File: src/ctc_pkg.sv
package ctc_pkg;
    // ****************************************
    // register map
    // ****************************************
    localparam logic [7:0] OFS_OTG_PRE   = 8'h0D;
    localparam logic [7:0] OFS_TIMER     = 8'h0E;
    localparam logic [7:0] OFS_CTRL0     = 8'h0F;
    localparam logic [7:0] RST_OTG_PRE   = 8'h4B;
    localparam logic [7:0] RST_TIMER     = 8'h3D;
    localparam logic [7:0] RST_CTRL0     = 8'hA2;
    // fields that a watchdog expiry restores, per register
    localparam logic [7:0] WD_MASK_OTG   = 8'hFF;
    localparam logic [7:0] WD_MASK_TIMER = 8'hFF;
    localparam logic [7:0] WD_MASK_CTRL0 = 8'h0A;
    localparam logic [7:0] RSV_MASK_CTRL0 = 8'hFE;
    localparam logic [6:0] OTG_MIN_CODE  = 7'h04;
    localparam int B_PRE_SEL   = 7;
    localparam int B_TRK_EN    = 5;
    localparam int B_PRE_EN    = 4;
    localparam int B_FAST_EN   = 3;
    localparam int B_HALF_EN   = 0;
    localparam int B_AUTO_DIS  = 7;
    localparam int B_FORCE_DIS = 6;
    localparam int B_CHG_EN    = 5;
    localparam int B_OPT_EN    = 4;
    localparam int B_OPT_GO    = 3;
    localparam int B_HIZ       = 2;
    localparam int B_TERM      = 1;
    // ****************************************
    // timing, charge limits in minutes as printed, watchdog period in seconds
    // ****************************************
    localparam int TRICKLE_MIN   = 60;
    localparam int PRE_LONG_MIN  = 120;
    localparam int PRE_SHORT_MIN = 30;
    localparam int FAST_MIN0     = 300;
    localparam int FAST_MIN1     = 480;
    localparam int FAST_MIN2     = 720;
    localparam int FAST_MIN3     = 1440;
    localparam int TOPOFF_STEP_MIN = 15;
    localparam int SEC_PER_MIN   = 60;
    localparam int WD_PERIOD_S   = 40;
    localparam int CLK_HZ        = 10_000_000;
    localparam int SECS_W        = 17;
    // ****************************************
    // types
    // ****************************************
    typedef enum logic [2:0] {
        PH_IDLE, PH_TRICKLE, PH_PRECHARGE, PH_FAST, PH_TOPOFF
    } ctc_phase_t;
    typedef struct packed {
        logic       wr;
        logic [7:0] addr;
        logic [7:0] wdata;
    } ctc_reg_req_t;
    typedef struct packed {
        logic       bat_ovp;
        logic       regulating;
        logic       adapter;
        logic       opt_started;
        ctc_phase_t phase;
    } ctc_pins_t;
endpackage

File: src/ctc_regs.sv
`timescale 1ns/1ps
module ctc_regs #(
    parameter int TICK_CYCLES = ctc_pkg::CLK_HZ
) (
    input  wire logic                  i_mclk,
    input  wire logic                  i_arst_n,
    input  wire ctc_pkg::ctc_reg_req_t i_req,
    input  wire ctc_pkg::ctc_pins_t    i_pins,
    input  wire logic                  i_soft_reset,
    input  wire logic                  i_wd_restart,
    input  wire logic                  i_wd_stops_charge,
    output logic [7:0]                 o_rdata,
    output logic [6:0]                 o_otg_limit,
    output logic                       o_charge_enable,
    output logic                       o_term_enable,
    output logic                       o_hiz,
    output logic                       o_optimizer_enable,
    output logic                       o_optimizer_start,
    output logic                       o_discharge,
    output logic                       o_safety_expired,
    output logic                       o_wd_expired
);
    import ctc_pkg::*;

    // the tick counter is 27 bits wide and must wrap at least once
    if (TICK_CYCLES < 2 || TICK_CYCLES > 100_000_000) begin : g_bad_tick
        $error("TICK_CYCLES out of range");
    end

    // ****************************************
    // state
    // ****************************************
    typedef struct packed {
        logic [7:0]        r_otg;
        logic [7:0]        r_tmr;
        logic [7:0]        r_ctl;
        ctc_pins_t         s1;
        ctc_pins_t         s2;
        logic              adp_d;
        logic [26:0]       tick_cnt;
        logic [5:0]        wd_s;
        logic              wd_exp;
        logic [SECS_W-1:0] safe_s;
        logic              half;
        logic              expired;
        ctc_phase_t        phase_d;
        logic              disch;
        logic [7:0]        rdata;
    } ctc_state_t;

    ctc_state_t state_reg;
    ctc_state_t state_next;

    // limit in seconds for a phase; zero means no timer runs
    function automatic logic [SECS_W-1:0] limit_s(ctc_phase_t ph,
            logic [7:0] ro, logic [7:0] rt);
        int m;
        m = 0;
        case (ph)
            PH_TRICKLE:   m = rt[B_TRK_EN] ? TRICKLE_MIN : 0;
            PH_PRECHARGE: begin
                if (rt[B_PRE_EN]) begin
                    m = ro[B_PRE_SEL] ? PRE_SHORT_MIN : PRE_LONG_MIN;
                end
            end
            PH_FAST: begin
                if (rt[B_FAST_EN]) begin
                    case (rt[2:1])
                        2'h0:    m = FAST_MIN0;
                        2'h1:    m = FAST_MIN1;
                        2'h2:    m = FAST_MIN2;
                        default: m = FAST_MIN3;
                    endcase
                end
            end
            PH_TOPOFF:    m = TOPOFF_STEP_MIN * int'(rt[7:6]);
            default:      m = 0;
        endcase
        return SECS_W'(m * SEC_PER_MIN);
    endfunction

    logic              tick;
    logic              slow;
    logic [SECS_W-1:0] lim;
    logic              go_keep;

    // ****************************************
    // next state
    // ****************************************
    always_comb begin
        state_next = state_reg;
        tick = (state_reg.tick_cnt == 27'(TICK_CYCLES - 1));
        // top-off keeps full rate; only the three charge timers slow down
        slow = state_reg.r_tmr[B_HALF_EN] && state_reg.s2.regulating
            && state_reg.s2.phase != PH_TOPOFF;
        lim = limit_s(state_reg.s2.phase, state_reg.r_otg, state_reg.r_tmr);
        go_keep = 1'b0;
        // pins cross into the clock domain through two stages
        state_next.s1 = i_pins;
        state_next.s2 = state_reg.s1;
        state_next.adp_d = state_reg.s2.adapter;
        state_next.tick_cnt = tick ? 27'h0 : state_reg.tick_cnt + 27'h1;
        state_next.phase_d = state_reg.s2.phase;
        state_next.wd_exp = 1'b0;

        // watchdog, counted in whole seconds
        if (i_wd_restart || i_soft_reset) begin
            state_next.wd_s = 6'h0;
        end else if (tick) begin
            if (state_reg.wd_s == 6'(WD_PERIOD_S - 1)) begin
                state_next.wd_s = 6'h0;
                state_next.wd_exp = 1'b1;
            end else begin
                state_next.wd_s = state_reg.wd_s + 6'h1;
            end
        end

        // safety timer restarts whenever the charge phase moves
        if (i_soft_reset || state_reg.s2.phase != state_reg.phase_d) begin
            state_next.safe_s = '0;
            state_next.expired = 1'b0;
            state_next.half = 1'b0;
        end else if (tick && lim != '0 && !state_reg.expired) begin
            state_next.half = slow ? !state_reg.half : 1'b0;
            if (!slow || state_reg.half) begin
                state_next.safe_s = state_reg.safe_s + 1'b1;
                if (state_reg.safe_s + 1'b1 >= lim) begin
                    state_next.expired = 1'b1;
                end
            end
        end

        // hardware clears; a software set below still wins
        if (state_reg.s2.opt_started) begin
            state_next.r_ctl[B_OPT_GO] = 1'b0;
        end
        if (state_reg.s2.adapter && !state_reg.adp_d) begin
            state_next.r_ctl[B_HIZ] = 1'b0;
        end

        if (i_req.wr) begin
            case (i_req.addr)
                OFS_OTG_PRE: begin
                    state_next.r_otg = i_req.wdata;
                    if (i_req.wdata[6:0] < OTG_MIN_CODE) begin
                        state_next.r_otg[6:0] = OTG_MIN_CODE;
                    end
                end
                OFS_TIMER: state_next.r_tmr = i_req.wdata;
                OFS_CTRL0: begin
                    // written data must never reach force start directly
                    go_keep = state_next.r_ctl[B_OPT_GO];
                    state_next.r_ctl = i_req.wdata
                        & RSV_MASK_CTRL0;
                    // force start only takes a one, and only when enabled
                    state_next.r_ctl[B_OPT_GO] = go_keep
                        || (i_req.wdata[B_OPT_GO]
                            && state_reg.r_ctl[B_OPT_EN]);
                end
                default: ;
            endcase
        end

        if (state_reg.wd_exp) begin
            state_next.r_otg = (state_next.r_otg & ~WD_MASK_OTG)
                | (RST_OTG_PRE & WD_MASK_OTG);
            state_next.r_tmr = (state_next.r_tmr & ~WD_MASK_TIMER)
                | (RST_TIMER & WD_MASK_TIMER);
            state_next.r_ctl = (state_next.r_ctl & ~WD_MASK_CTRL0)
                | (RST_CTRL0 & WD_MASK_CTRL0);
            if (i_wd_stops_charge) begin
                state_next.r_ctl[B_CHG_EN] = 1'b0;
            end
        end
        if (i_soft_reset) begin
            state_next.r_otg = RST_OTG_PRE;
            state_next.r_tmr = RST_TIMER;
            state_next.r_ctl = RST_CTRL0;
        end

        state_next.disch = state_reg.r_ctl[B_FORCE_DIS]
            || (state_reg.r_ctl[B_AUTO_DIS] && state_reg.s2.bat_ovp);
        case (i_req.addr)
            OFS_OTG_PRE: state_next.rdata = state_reg.r_otg;
            OFS_TIMER:   state_next.rdata = state_reg.r_tmr;
            OFS_CTRL0:   state_next.rdata = state_reg.r_ctl & RSV_MASK_CTRL0;
            default:     state_next.rdata = 8'h00;
        endcase
    end

    always_ff @(posedge i_mclk or negedge i_arst_n) begin
        if (!i_arst_n) begin
            state_reg <= '{r_otg: RST_OTG_PRE, r_tmr: RST_TIMER,
                           r_ctl: RST_CTRL0, phase_d: PH_IDLE,
                           s1: '{phase: PH_IDLE, default: 1'b0},
                           s2: '{phase: PH_IDLE, default: 1'b0},
                           default: '0};
        end else begin
            state_reg <= state_next;
        end
    end

    // ****************************************
    // outputs
    // ****************************************
    assign o_rdata            = state_reg.rdata;
    assign o_otg_limit        = state_reg.r_otg[6:0];
    assign o_charge_enable    = state_reg.r_ctl[B_CHG_EN];
    assign o_term_enable      = state_reg.r_ctl[B_TERM];
    assign o_hiz              = state_reg.r_ctl[B_HIZ];
    assign o_optimizer_enable = state_reg.r_ctl[B_OPT_EN];
    assign o_optimizer_start  = state_reg.r_ctl[B_OPT_GO];
    assign o_discharge        = state_reg.disch;
    assign o_safety_expired   = state_reg.expired;
    assign o_wd_expired       = state_reg.wd_exp;
endmodule

File: config.mk
export PLATFORM = sky130hd
export DESIGN_NAME = ctc_regs
export DESIGN_NICKNAME = d
export VERILOG_FILES = /design/src/ctc_pkg.sv /design/src/ctc_regs.sv
export SDC_FILE = /design/constraint.sdc
export NUM_CORES = 1
export LEC_CHECK = 0
export BUFFER_PORTS_ARGS = -buffer_cell sky130_fd_sc_hd__buf_4
export CAP_MARGIN = 30
export CORE_UTILIZATION = 60
export CTS_CLUSTER_SIZE = 12
export DETAILED_ROUTE_END_ITERATION = 16
export PLACE_DENSITY_LB_ADDON = 0.2
export SLEW_MARGIN = 20
export SYNTH_ARGS = -nofsm -noshare
export SYNTH_HDL_FRONTEND = slang
export SYNTH_SLANG_ARGS = --single-unit
export TNS_END_PERCENT = 20
File: constraint.sdc
create_clock -name i_mclk -period 16.05 [get_ports i_mclk]
set_clock_uncertainty 0.1 [all_clocks]
set_input_delay 0.8025 -clock i_mclk [delete_from_list [all_inputs] [get_ports i_mclk]]
set_output_delay 0.8025 -clock i_mclk [all_outputs]
set_load 0.01 [all_outputs]
* Yosys cells after proc, flatten, opt, wreduce, memory -nomap -nowiden
Cells that the tools add are included.
Storage, ports and cells: logic and storage cells 104, register bits 104, output and inout bits 23
Cells by class: reductions and logical operators 31, $mul 2, equality and inequality tests 13, magnitude comparators 2, add/subtract/negate cells 3, mux-type cells 29
Operators by type and width (number):
- 32-bit case mux with 4 select lines | 1
- 24-bit 2-to-1 mux | 3
- 19-bit 2-to-1 mux | 2
- 11-bit case mux with 3 select lines | 1
- 32-bit by 5-bit multiplier with 15-bit output (second input constant) | 1
- 7-bit 2-to-1 mux | 4
- 27-bit by 1-bit adder with 27-bit output (second input constant) | 1
- 27-bit by 24-bit equality test with 1-bit output (second input constant) | 1
- 27-bit 2-to-1 mux | 1
- 8-bit by 4-bit equality test with 1-bit output (second input constant) | 3
- 8-bit 2-to-1 mux | 3
- 8-bit case mux with 3 select lines | 1
- 6-bit 2-to-1 mux | 3
- 17-bit by 1-bit adder with 17-bit output (second input constant) | 1
- 17-bit >= comparator | 1
- 17-bit 2-to-1 mux | 1
- 17-bit nonzero test | 1
- 3-bit nonzero test | 4
- 11-bit 2-to-1 mux | 1
- 1-bit 2-to-1 mux | 8
- 2-bit AND reduction | 4
- 2-bit nonzero test | 4
- 1-bit logical AND | 7
- 7-bit by 3-bit less-than comparator with 1-bit output (second input constant) | 1
- other kinds (14) | 22

* Longest topological paths before layout
Gate-level depths: netlist (run 1).
word-level depth 10, depth in mapped cells 24, depth with buffers taken out 24

* Worst setup path before layout (run 1)
No wires, ideal clock.
path type register to register, start register state_reg (netlist bit state_next[10]), end register state_reg (netlist bit o_safety_expired), stages on the path, launching flop included 24, library setup time 0.120 ns, buffers on the path 0, path slack 10.790 ns, arrival 5.040 ns, cells stage by stage dfrtp_1 > nor2b_1 > and3_1 > nand2_1 > inv_1 > a211oi_1 > inv_1 > fa_1 > inv_1 > fa_1 > inv_1 > ha_1 > nand3_2 > o211ai_2 > nand3_1 > nand2_1 > xnor2_1 > ha_1 > nor2b_1 > o21ai_0 > nand2b_1 > a2111oi_0 > nor3_1 > o211a_1
Between the ends: longest elaborated chain between the ends 8
RTL lines:
- from (decl) | RTL line ctc_regs.sv:51 | ctc_state_t state_reg;
- from (signal assigned) | RTL line ctc_regs.sv:193 | state_reg <= '{r_otg: RST_OTG_PRE, r_tmr: RST_TIMER,
- from (signal assigned) | RTL line ctc_regs.sv:199 | state_reg <= state_next;
- branches (longest 8 deep; another with 32-bit by 5-bit multiplier with 15-bit output)
Parallel ways; which one is timed is not known. A chain may end at the register's enable or synchronous reset.

* Worst setup path after layout (run 1)
Same ends and word-level chain as after synthesis.

==> flow_metrics.tcl, run 1 <==
set metrics [dict create \
    outcome "finished, final reports clean" \
    start_util_pct 62.0 \
    cp.required_ns 16.21 \
    slew_headroom_pct 39.6 \
    portBuffers 51 \
    clkTransAtPathRegs_ns 0.08 \
    grt_pass1_vias 4994 \
    dp_hpwl_mm 10.4 \
    min_period_over_period_pct 37.3 \
    powerDensity_nw_per_um2 77.0 \
    fp.dieW_um 108 \
    crit_slowest_cell "a211oi_1" \
    antenna_cells_inserted 0 \
    grt_pass1_wl_mm 23.2 \
    crit_arrival_ns 6.15 \
    gp_congestion 0.860 \
    ctsRootBufferMaster "clkbuf_16" \
    path_cells "nor2b_1, and3_1, nand2_1, inv_1, a211oi_1, inv_1, fa_1, inv_1, fa_1, inv_1, ha_1, nand3_2, o211ai_2, nand3_1, nand2_1, xnor2_1, ha_1, nor2b_1, o21ai_0, nand2b_1, a2111oi_0, nor3_1, o211a_1" \
    crit_family "compound AO/OA/AOI/OAI gates" \
    area_delta_synth_final_pct 10.7 \
    cts_max_path_buffers 2 \
    rows 38 \
    syn_nets 784 \
    endpoint_kind "flip-flop" \
    hp-class "flip-flop to flip-flop" \
    synthCells 684 \
    setup-tns-final_ns 0 \
    maxCapViolCount 0 \
    drt-pass1-iter-count 8 \
    cts_htree_levels 3 \
    cp_common_cell "inv_1" \
    path_buf_inv 4 \
    p_leak_uw 0.00371 \
    nNetsFinal 817 \
    cts_inserted_buffers 9 \
    ys_warn_count 0 \
    drt_iter0_markers 242 \
    synth.most_common_cell "dfrtp_1" \
    drc 0 \
    synthTopCellsByCount "91 x dfrtp_1, 63 x nand2_1, 56 x nor2_1" \
    fmax_ghz 0.167 \
    die_h_um 108 \
    cts_tree "done" \
    post_cts_resized 0 \
    utilization_pct 68.6 \
    wirelength_mm 14.0 \
    ant_nets 0 \
    gr-total-overflow 0 \
    post_cts_buffers 0 \
    netlist.area_leader.share_pct 33.6 \
    setup_viol 0 \
    largest_register_ffs 69 \
    dr_total_vias 5063 \
    synth_seq_area_share_pct 38.3 \
    track_usage_pct 25.5 \
    criticalPathCategory "flip-flop to flip-flop" \
    cts.sinks 103 \
    dieArea_um2 11700 \
    synth_flop_cell "dfrtp_1" \
    synth_area_leaders "dfrtp_1 34%, ha_1 10%, fa_1 5.0%" \
    hold_viol 0 \
    antenna_found_initial 0 \
    critPathLaunchType "flip-flop" \
    peakVddDrop_v 0.000102 \
    grt_start_max_net_pins 72 \
    drv_slew 0 \
    netlist_area_um2 6780 \
    io-pin-count 52 \
    synth.avg_cell_area_um2 9.91 \
    period_minus_slack_ns 5.99 \
    holdBufCountCts 0 \
    synthArstFlopShare_pct 100 \
    synth_top_cell_by_area "dfrtp_1" \
    ys_ff_latch 103 \
    vias_per_cell 5.87 \
    core_um2 10900 \
    critPathMaxFanout 7 \
    wire_per_inst_um 16.2 \
    clock_latency_ns 0.37 \
    r2r_slack_ns 10.06 \
    rsz0062_at_grt "false" \
    synth_edf_count 0 \
    tightest_slew_ns 0.900 \
    synth_cell_types 67 \
    drive_gt1_share_pct 14.0 \
    max_stage_delay_ns 0.73 \
]
[metrics by stage]
stage / setup slack (ns) / cell area [µm²] / total power [µW] / instances / hold WS [ns]
finish: 10.06 / 7500 / 577 / 862 / 0.248
global route: 9.52 / 7500 / 601 / 862 / 0.263
CTS: 9.85 / 7460 / 581 / 860 / 0.255
detailed placement: 9.94 / 7140 / 353 / 844 / 0.236
global placement: 10.10 / 7140 / 350 / 844 / 0.232
floorplan: 10.79 / 6780 / 328 / 684 / 0.231
[final timing paths]
kind / startpoint / endpoint / cells after the start
worst max register to register: state_next[10] / o_safety_expired / 23
worst min-delay path: state_next[66] / state_next[9] / 0
min in group asynchronous: i_arst_n / state_reg[57] / 1
worst max-delay path: state_next[10] / o_safety_expired / 23
max in group asynchronous: i_arst_n / o_otg_limit[0] / 3
worst min register to register: state_next[66] / state_next[9] / 0
[cells by family after synthesis]
| group | Yosys count | share of synthesized area, % |
|---|---|---|
| compound gates | 85 | 9.18 |
| mux | 30 | 4.49 |
| simple gates | 265 | 20.3 |
| fa+ha+maj | 71 | 15.0 |
| flops | 103 | 38.3 |
| xor+xnor | 57 | 7.37 |
| buf+inv | 73 | 5.37 |
[layout by cell type (no fill, tap or decap), types with 17 or more instances in the layout]
cell     count
inv_1       39
fa_1        17
ha_1        54
nand2_1     63
xor2_1      29
mux2i_1     27
dfrtp_1     91
nand3_1     37
buf_4       54
xnor2_1     28
nor2_1      56
and3_1      19
[area by class of cell]
class                           instances  area, µm²
Clock buffer                            9        225
Inverter                               39        146
Clock inverter                          7       90.1
Tap cell                              140        175
Fill cell                             836       3440
Timing Repair Buffer                   56        444
Multi-Input combinational cell        508       3820
Sequential cell                       103       2590
[per-layer routing]
layer / wire (µm) / global-route usage, % / vias up / share of wire, %
li1: - / - / 2459 / -
met1: 6400 / 34.0 / 2507 / 46
met2: 6890 / 43.0 / 80 / 49
met3: 497 / 4.82 / 17 / 3.6
met4: 165 / 6.27 / 0 / 1.2
met5: 0 / 0 / - / 0
[power by group]
part / switching [µW] / leakage [µW] / internal [µW] / total [µW]
combinational: 51.9 / 0.00222 / 34.4 / 86.3
sequential: 1.64 / 0.00134 / 262 / 264
clock: 114 / 0.000150 / 113 / 227
[worst register-to-register path, cell delays in order (launching register included)]
cell and delay, ns:
dfrtp_1 0.45, nor2b_1 0.19, and3_1 0.25, nand2_1 0.18, inv_1 0.15, a211oi_1 0.74, inv_1 0.16, fa_1 0.56
inv_1 0.06, fa_1 0.53, inv_1 0.04, ha_1 0.37, nand3_2 0.11, o211ai_2 0.28, nand3_1 0.11, nand2_1 0.09
xnor2_1 0.15, ha_1 0.29, nor2b_1 0.14, o21ai_0 0.15, nand2b_1 0.10, a2111oi_0 0.38, nor3_1 0.11, o211a_1 0.23
Power figures use the tool's default switching activity.
==> inputs of run 2 (changes only) <==
ABC_AREA = 1   (was default)
CORE_UTILIZATION = 56   (was 60)
clock period = 5.1 ns   (was 16.05 ns; I/O delays follow)
==> flow_metrics.tcl, run 2 <==
set metrics [dict create \
    dp_slack_ns 0.0244 \
    synth.most_common_cell "nand2_1" \
    multiInputGateArea_um2 3870 \
    gr-total-overflow 0 \
    crit_arrival_ns 5.07 \
    endpoint_kind "flip-flop" \
    synth_top_cell_by_area "dfrtp_1" \
    hold_viol 0 \
    drt_iter0_markers 394 \
    wirelength_mm 15.5 \
    slew_headroom_pct 55.3 \
    dieArea_um2 13200 \
    synth_seq_area_share_pct 36.2 \
    critPathLaunchType "flip-flop" \
    period_minus_slack_ns 4.87 \
    vias_per_cell 5.17 \
    gp_congestion 0.937 \
    drive_gt1_share_pct 15.2 \
    track_usage_pct 24.6 \
    crit_slowest_cell "fa_1" \
    layout_common_cells "194 x nand2_1, 182 x inv_1, 89 x dfrtp_1" \
    antenna_found_initial 0 \
    tightest_slew_ns 0.668 \
    final_common_cell "nand2_1" \
    die_h_um 115 \
    synth_edf_count 0 \
    ant_nets 0 \
    maxCapViolCount 0 \
    area_delta_synth_final_pct 16.0 \
    start_util_pct 58.6 \
    grt_pass1_vias 5732 \
    peakVddDrop_v 0.000246 \
    largest_register_ffs 69 \
    fmax_ghz 0.205 \
    ys_warn_count 0 \
    p_leak_uw 0.00436 \
    synth_cell_types 43 \
    synthCells 935 \
    drt-pass1-iter-count 5 \
    max_stage_delay_ns 0.51 \
    fillers 1040 \
    io-pin-count 52 \
    ctsRootBufferMaster "clkbuf_16" \
    dr_total_vias 6043 \
    synthArstFlopShare_pct 100 \
    clkTransAtPathRegs_ns 0.07 \
    synth_flop_cell "dfrtp_1" \
    clock_latency_ns 0.35 \
    criticalPathCategory "flip-flop to flip-flop" \
    powerDensity_nw_per_um2 237 \
    synth.avg_cell_area_um2 7.66 \
    netlist.area_leader.share_pct 31.8 \
    cts_inserted_buffers 9 \
    setup_ws_ns 0.227 \
    netlist_area_um2 7160 \
    antenna_cells_inserted 0 \
    fp.dieW_um 115 \
    cts_htree_levels 3 \
    setup_viol 0 \
    synth_area_leaders "dfrtp_1 32%, nand2_1 10%, inv_1 9.9%" \
    drc 0 \
    cts_max_path_buffers 2 \
    utilization_pct 68.0 \
    place_inst 1139 \
    wire_per_inst_um 13.2 \
    core_um2 12200 \
    critPathMaxFanout 7 \
    syn_nets 1035 \
    grt_pass1_wl_mm 25.7 \
    drv_slew 0 \
    ys_ff_latch 103 \
    cp_common_cell "nand2_1" \
    nNetsFinal 1096 \
    cts_tree "done" \
    hp-class "input port to flip-flop" \
    dp_hpwl_mm 11.5 \
    cts.sinks 103 \
    grt_start_max_net_pins 57 \
    outcome "finished, final reports clean" \
    cp.required_ns 5.30 \
    seq_area_um2 2590 \
    min_period_over_period_pct 95.6 \
    portBuffers 51 \
    synthTopCellsByCount "200 x nand2_1, 188 x inv_1, 91 x dfrtp_1" \
    rows 40 \
    fin_cells 1169 \
]
[run 2: power breakdown]
group | switching, µW | internal, µW | leakage, µW | total, µW
Combinational | 234 | 158 | 0.00286 | 392
Sequential | 6.71 | 828 | 0.00134 | 835
Clock | 309 | 431 | 0.000156 | 739
[run 2: logic make-up after synthesis]
| kind of cell | after synthesis | share of synthesized area [%] |
|---|---|---|
| AOI/OAI and AO/OA | 84 | 6.75 |
| xor gates and xnor gates | 28 | 3.43 |
| adders and majority gates | 71 | 14.2 |
| buffers and inverters | 216 | 12.4 |
| DFF | 103 | 36.2 |
| and+or+nand+nor | 433 | 27.0 |
[run 2: what timing repair did]
action,4_1_cts,5_1_grt
endpoints found under the hold margin,54,0
endpoints found under the setup margin,0,19
setup buffers,0,6
gates resized for setup,0,45
hold buffers,8,0
[run 2: routing by layer]
metal | global-route usage (%) | vias up | wire, µm
met2 | 41.1 | 157 | 7300
met1 | 33.1 | 2779 | 7280
li1 | - | 3082 | -
met3 | 4.22 | 25 | 671
met4 | 6.75 | 0 | 229
met5 | 0 | - | 0
[run 2: area by class of cell]
cell class	count	area share [%]
Sequential cell	103	31.3
Multi-Input combinational cell	616	46.6
Clock inverter	7	1.15
Clock buffer	9	2.71
Inverter	193	8.73
Tap cell	168	2.53
Timing Repair Buffer	73	6.99
[run 2: critical path: cells and delay by family (launching register included)]
kind	cells	cell delay [ns]
flip-flops	1	0.44
AND/OR/NAND/NOR	18	1.78
AO/OA/AOI/OAI	2	0.16
buffers and inverters	8	0.52
adder cells (fa/ha/maj)	5	1.81
[run 2: per-stage QoR]
stage          total power [µW]  TNS [ns]  hold slack [ns]  cell area [µm²]
6_report                   1970         0           0.0290             8300
5_1_grt                    2060   -0.0779           0.0321             8300
4_1_cts                    1930         0           0.0227             8060
3_5_place_dp               1190         0            0.203             7660
3_3_place_gp               1180         0            0.205             7660
2_1_floorplan              1080         0           -0.141             7160
[run 2: final timing paths]
path	slack [ns]	depth (start not counted)	end	startpoint
setup / recovery	0.23	33	o_safety_expired	state_next[9]
min in group asynchronous	0.35	2	state_reg[28]	i_arst_n
setup reg to reg	0.23	33	o_safety_expired	state_next[9]
max in group asynchronous	3.41	3	state_next[9]	i_arst_n
hold / removal	0.03	2	o_optimizer_enable	i_soft_reset
hold reg to reg	0.25	0	state_next[11]	state_next[68]
==> inputs of run 3 (changes only) <==
MAX_ROUTING_LAYER = met4   (was default)
==> flow_metrics.tcl, run 3 (synthesized netlist as in run 2, its figures left out) <==
set metrics [dict create \
    outcome "finished, final reports clean" \
    ant_nets 0 \
    cts.sinks 103 \
    cts_htree_levels 3 \
    layout_common_cells "197 x nand2_1, 183 x inv_1, 89 x dfrtp_1" \
    sequentialPowerShare_pct 42.5 \
    endpoint_kind "flip-flop" \
    fp.dieW_um 115 \
    drive_gt1_share_pct 13.7 \
    gp_congestion 0.936 \
    hold_viol 0 \
    largest_register_ffs 69 \
    grt_start_max_net_pins 54 \
    powerDensity_nw_per_um2 239 \
    wirelength_mm 15.5 \
    cp_common_cell "nand2_1" \
    drv_slew 0 \
    cp.required_ns 5.30 \
    dr_wl_met3_um 729 \
    clkPwrFrac_pct 38.2 \
    dp_slack_ns -0.00379 \
    crit_arrival_ns 4.98 \
    min_period_over_period_pct 93.8 \
    max_stage_delay_ns 0.56 \
    vias_per_cell 5.20 \
    crit_slowest_cell "dfstp_2" \
    peakVddDrop_v 0.000230 \
    final_common_cell "nand2_1" \
    p_switching_uw 549 \
    dr_total_vias 6069 \
    maxCapViolCount 0 \
    drt_iter0_markers 421 \
    drt-pass1-iter-count 5 \
    drc 0 \
    dieArea_um2 13200 \
    criticalPathCategory "flip-flop to flip-flop" \
    tightest_slew_ns 0.676 \
    setup_viol 0 \
    core_um2 12200 \
    io-pin-count 52 \
    critPathLaunchType "flip-flop" \
    setup_ws_ns 0.315 \
    start_util_pct 58.6 \
    cts_inserted_buffers 9 \
    p_leak_uw 0.00433 \
    ctsRootBufferMaster "clkbuf_16" \
    critPathMaxFanout 6 \
    routed.top_layer "met4" \
    total_power_uw 1960 \
    rows 40 \
    gr-total-overflow 0 \
    cts_max_path_buffers 2 \
    sw_frac_of_total_pct 28.0 \
    wl_met1_mm 7.17 \
    antenna_found_initial 0 \
    area_delta_synth_final_pct 14.8 \
    nNetsFinal 1093 \
    wire_per_inst_um 13.3 \
    period_minus_slack_ns 4.79 \
    portBuffers 51 \
    cts_tree "done" \
    clkTransAtPathRegs_ns 0.07 \
    hold_ws_ns 0.0200 \
    track_usage_pct 25.9 \
    r2r_slack_ns 0.31 \
    rsz0062_at_grt "false" \
    grt_pass1_wl_mm 26.1 \
    clock_latency_ns 0.36 \
    hp-class "input port to flip-flop" \
    die_h_um 115 \
    antenna_cells_inserted 0 \
    combPwrFrac_pct 19.3 \
    p_int_uw 1410 \
    dp_hpwl_mm 11.7 \
    wl_met2_mm 7.32 \
    slew_headroom_pct 54.9 \
    grt_pass1_vias 5631 \
    fmax_ghz 0.209 \
]
-- run 3: cell types whose count changed in the layout (fill, tap and decap cells not counted), sizes merged --
cell / before / now
clkinv: 4 / 1
clkinvlp: 1 / 2
inv: 193 / 194
clkbuf: 9 / 10
buf: 65 / 62
-- run 3: power groups by stage --
stage	clock network (µW)	registers, µW	logic (µW)
5_1_grt	794	835	427
2_1_floorplan	0	848	234
6_report	748	834	378
3_3_place_gp	0	849	330
3_5_place_dp	0	849	337
4_1_cts	762	834	349
-- run 3: cell type report --
type	count	area [µm²]
inverter	193	724
tap	168	210
fill	1042	4000
clock buffer	10	229
sequential	103	2590
clock inverter	6	92.6
multi-input combinational	616	3820
timing repair buffer	70	546
-- run 3: through the flow --
stage	std cells	util (%)	setup TNS [ns]	instance area [µm²]
finish	1166	67.3	0	8210
global route	1166	67.3	0	8210
floorplan	935	-	0	7160
global placement	1139	62.6	0	7650
CTS	1163	66.1	0	8070
detailed placement	1139	62.6	-0.00379	7650
-- run 3: critical path, delay by kind of cell (launching register included) --
kind                       cells  cell delay [ns]
buffers and inverters          7             0.45
AOI/OAI and AO/OA              2             0.18
adders and majority gates      6             1.98
DFF                            1             0.56
and+or+nand+nor               15             1.44
-- run 3: worst paths after layout --
path | from | endpoint | depth (start not counted)
setup / recovery | state_reg[90] | o_safety_expired | 30
hold / removal | i_soft_reset | o_optimizer_enable | 2
setup reg to reg | state_reg[90] | o_safety_expired | 30
hold reg to reg | state_next[68] | state_next[11] | 0
max in group asynchronous | i_arst_n | state_next[11] | 3
min in group asynchronous | i_arst_n | state_reg[26] | 2
-- run 3: repair_timing --
item,4_1_cts,5_1_grt
pin swaps,1,4
hold endpoints to repair,59,0
resized for setup,4,28
endpoints found under the setup margin,1,19
hold buffers,8,0
buffers inserted,0,3
-- run 3: routing by layer --
layer  up-vias  GRT usage [%]
met4         0           7.10
met5         -              -
met2       147           41.2
li1       3075              -
met1      2819           34.3
met3        28           4.27
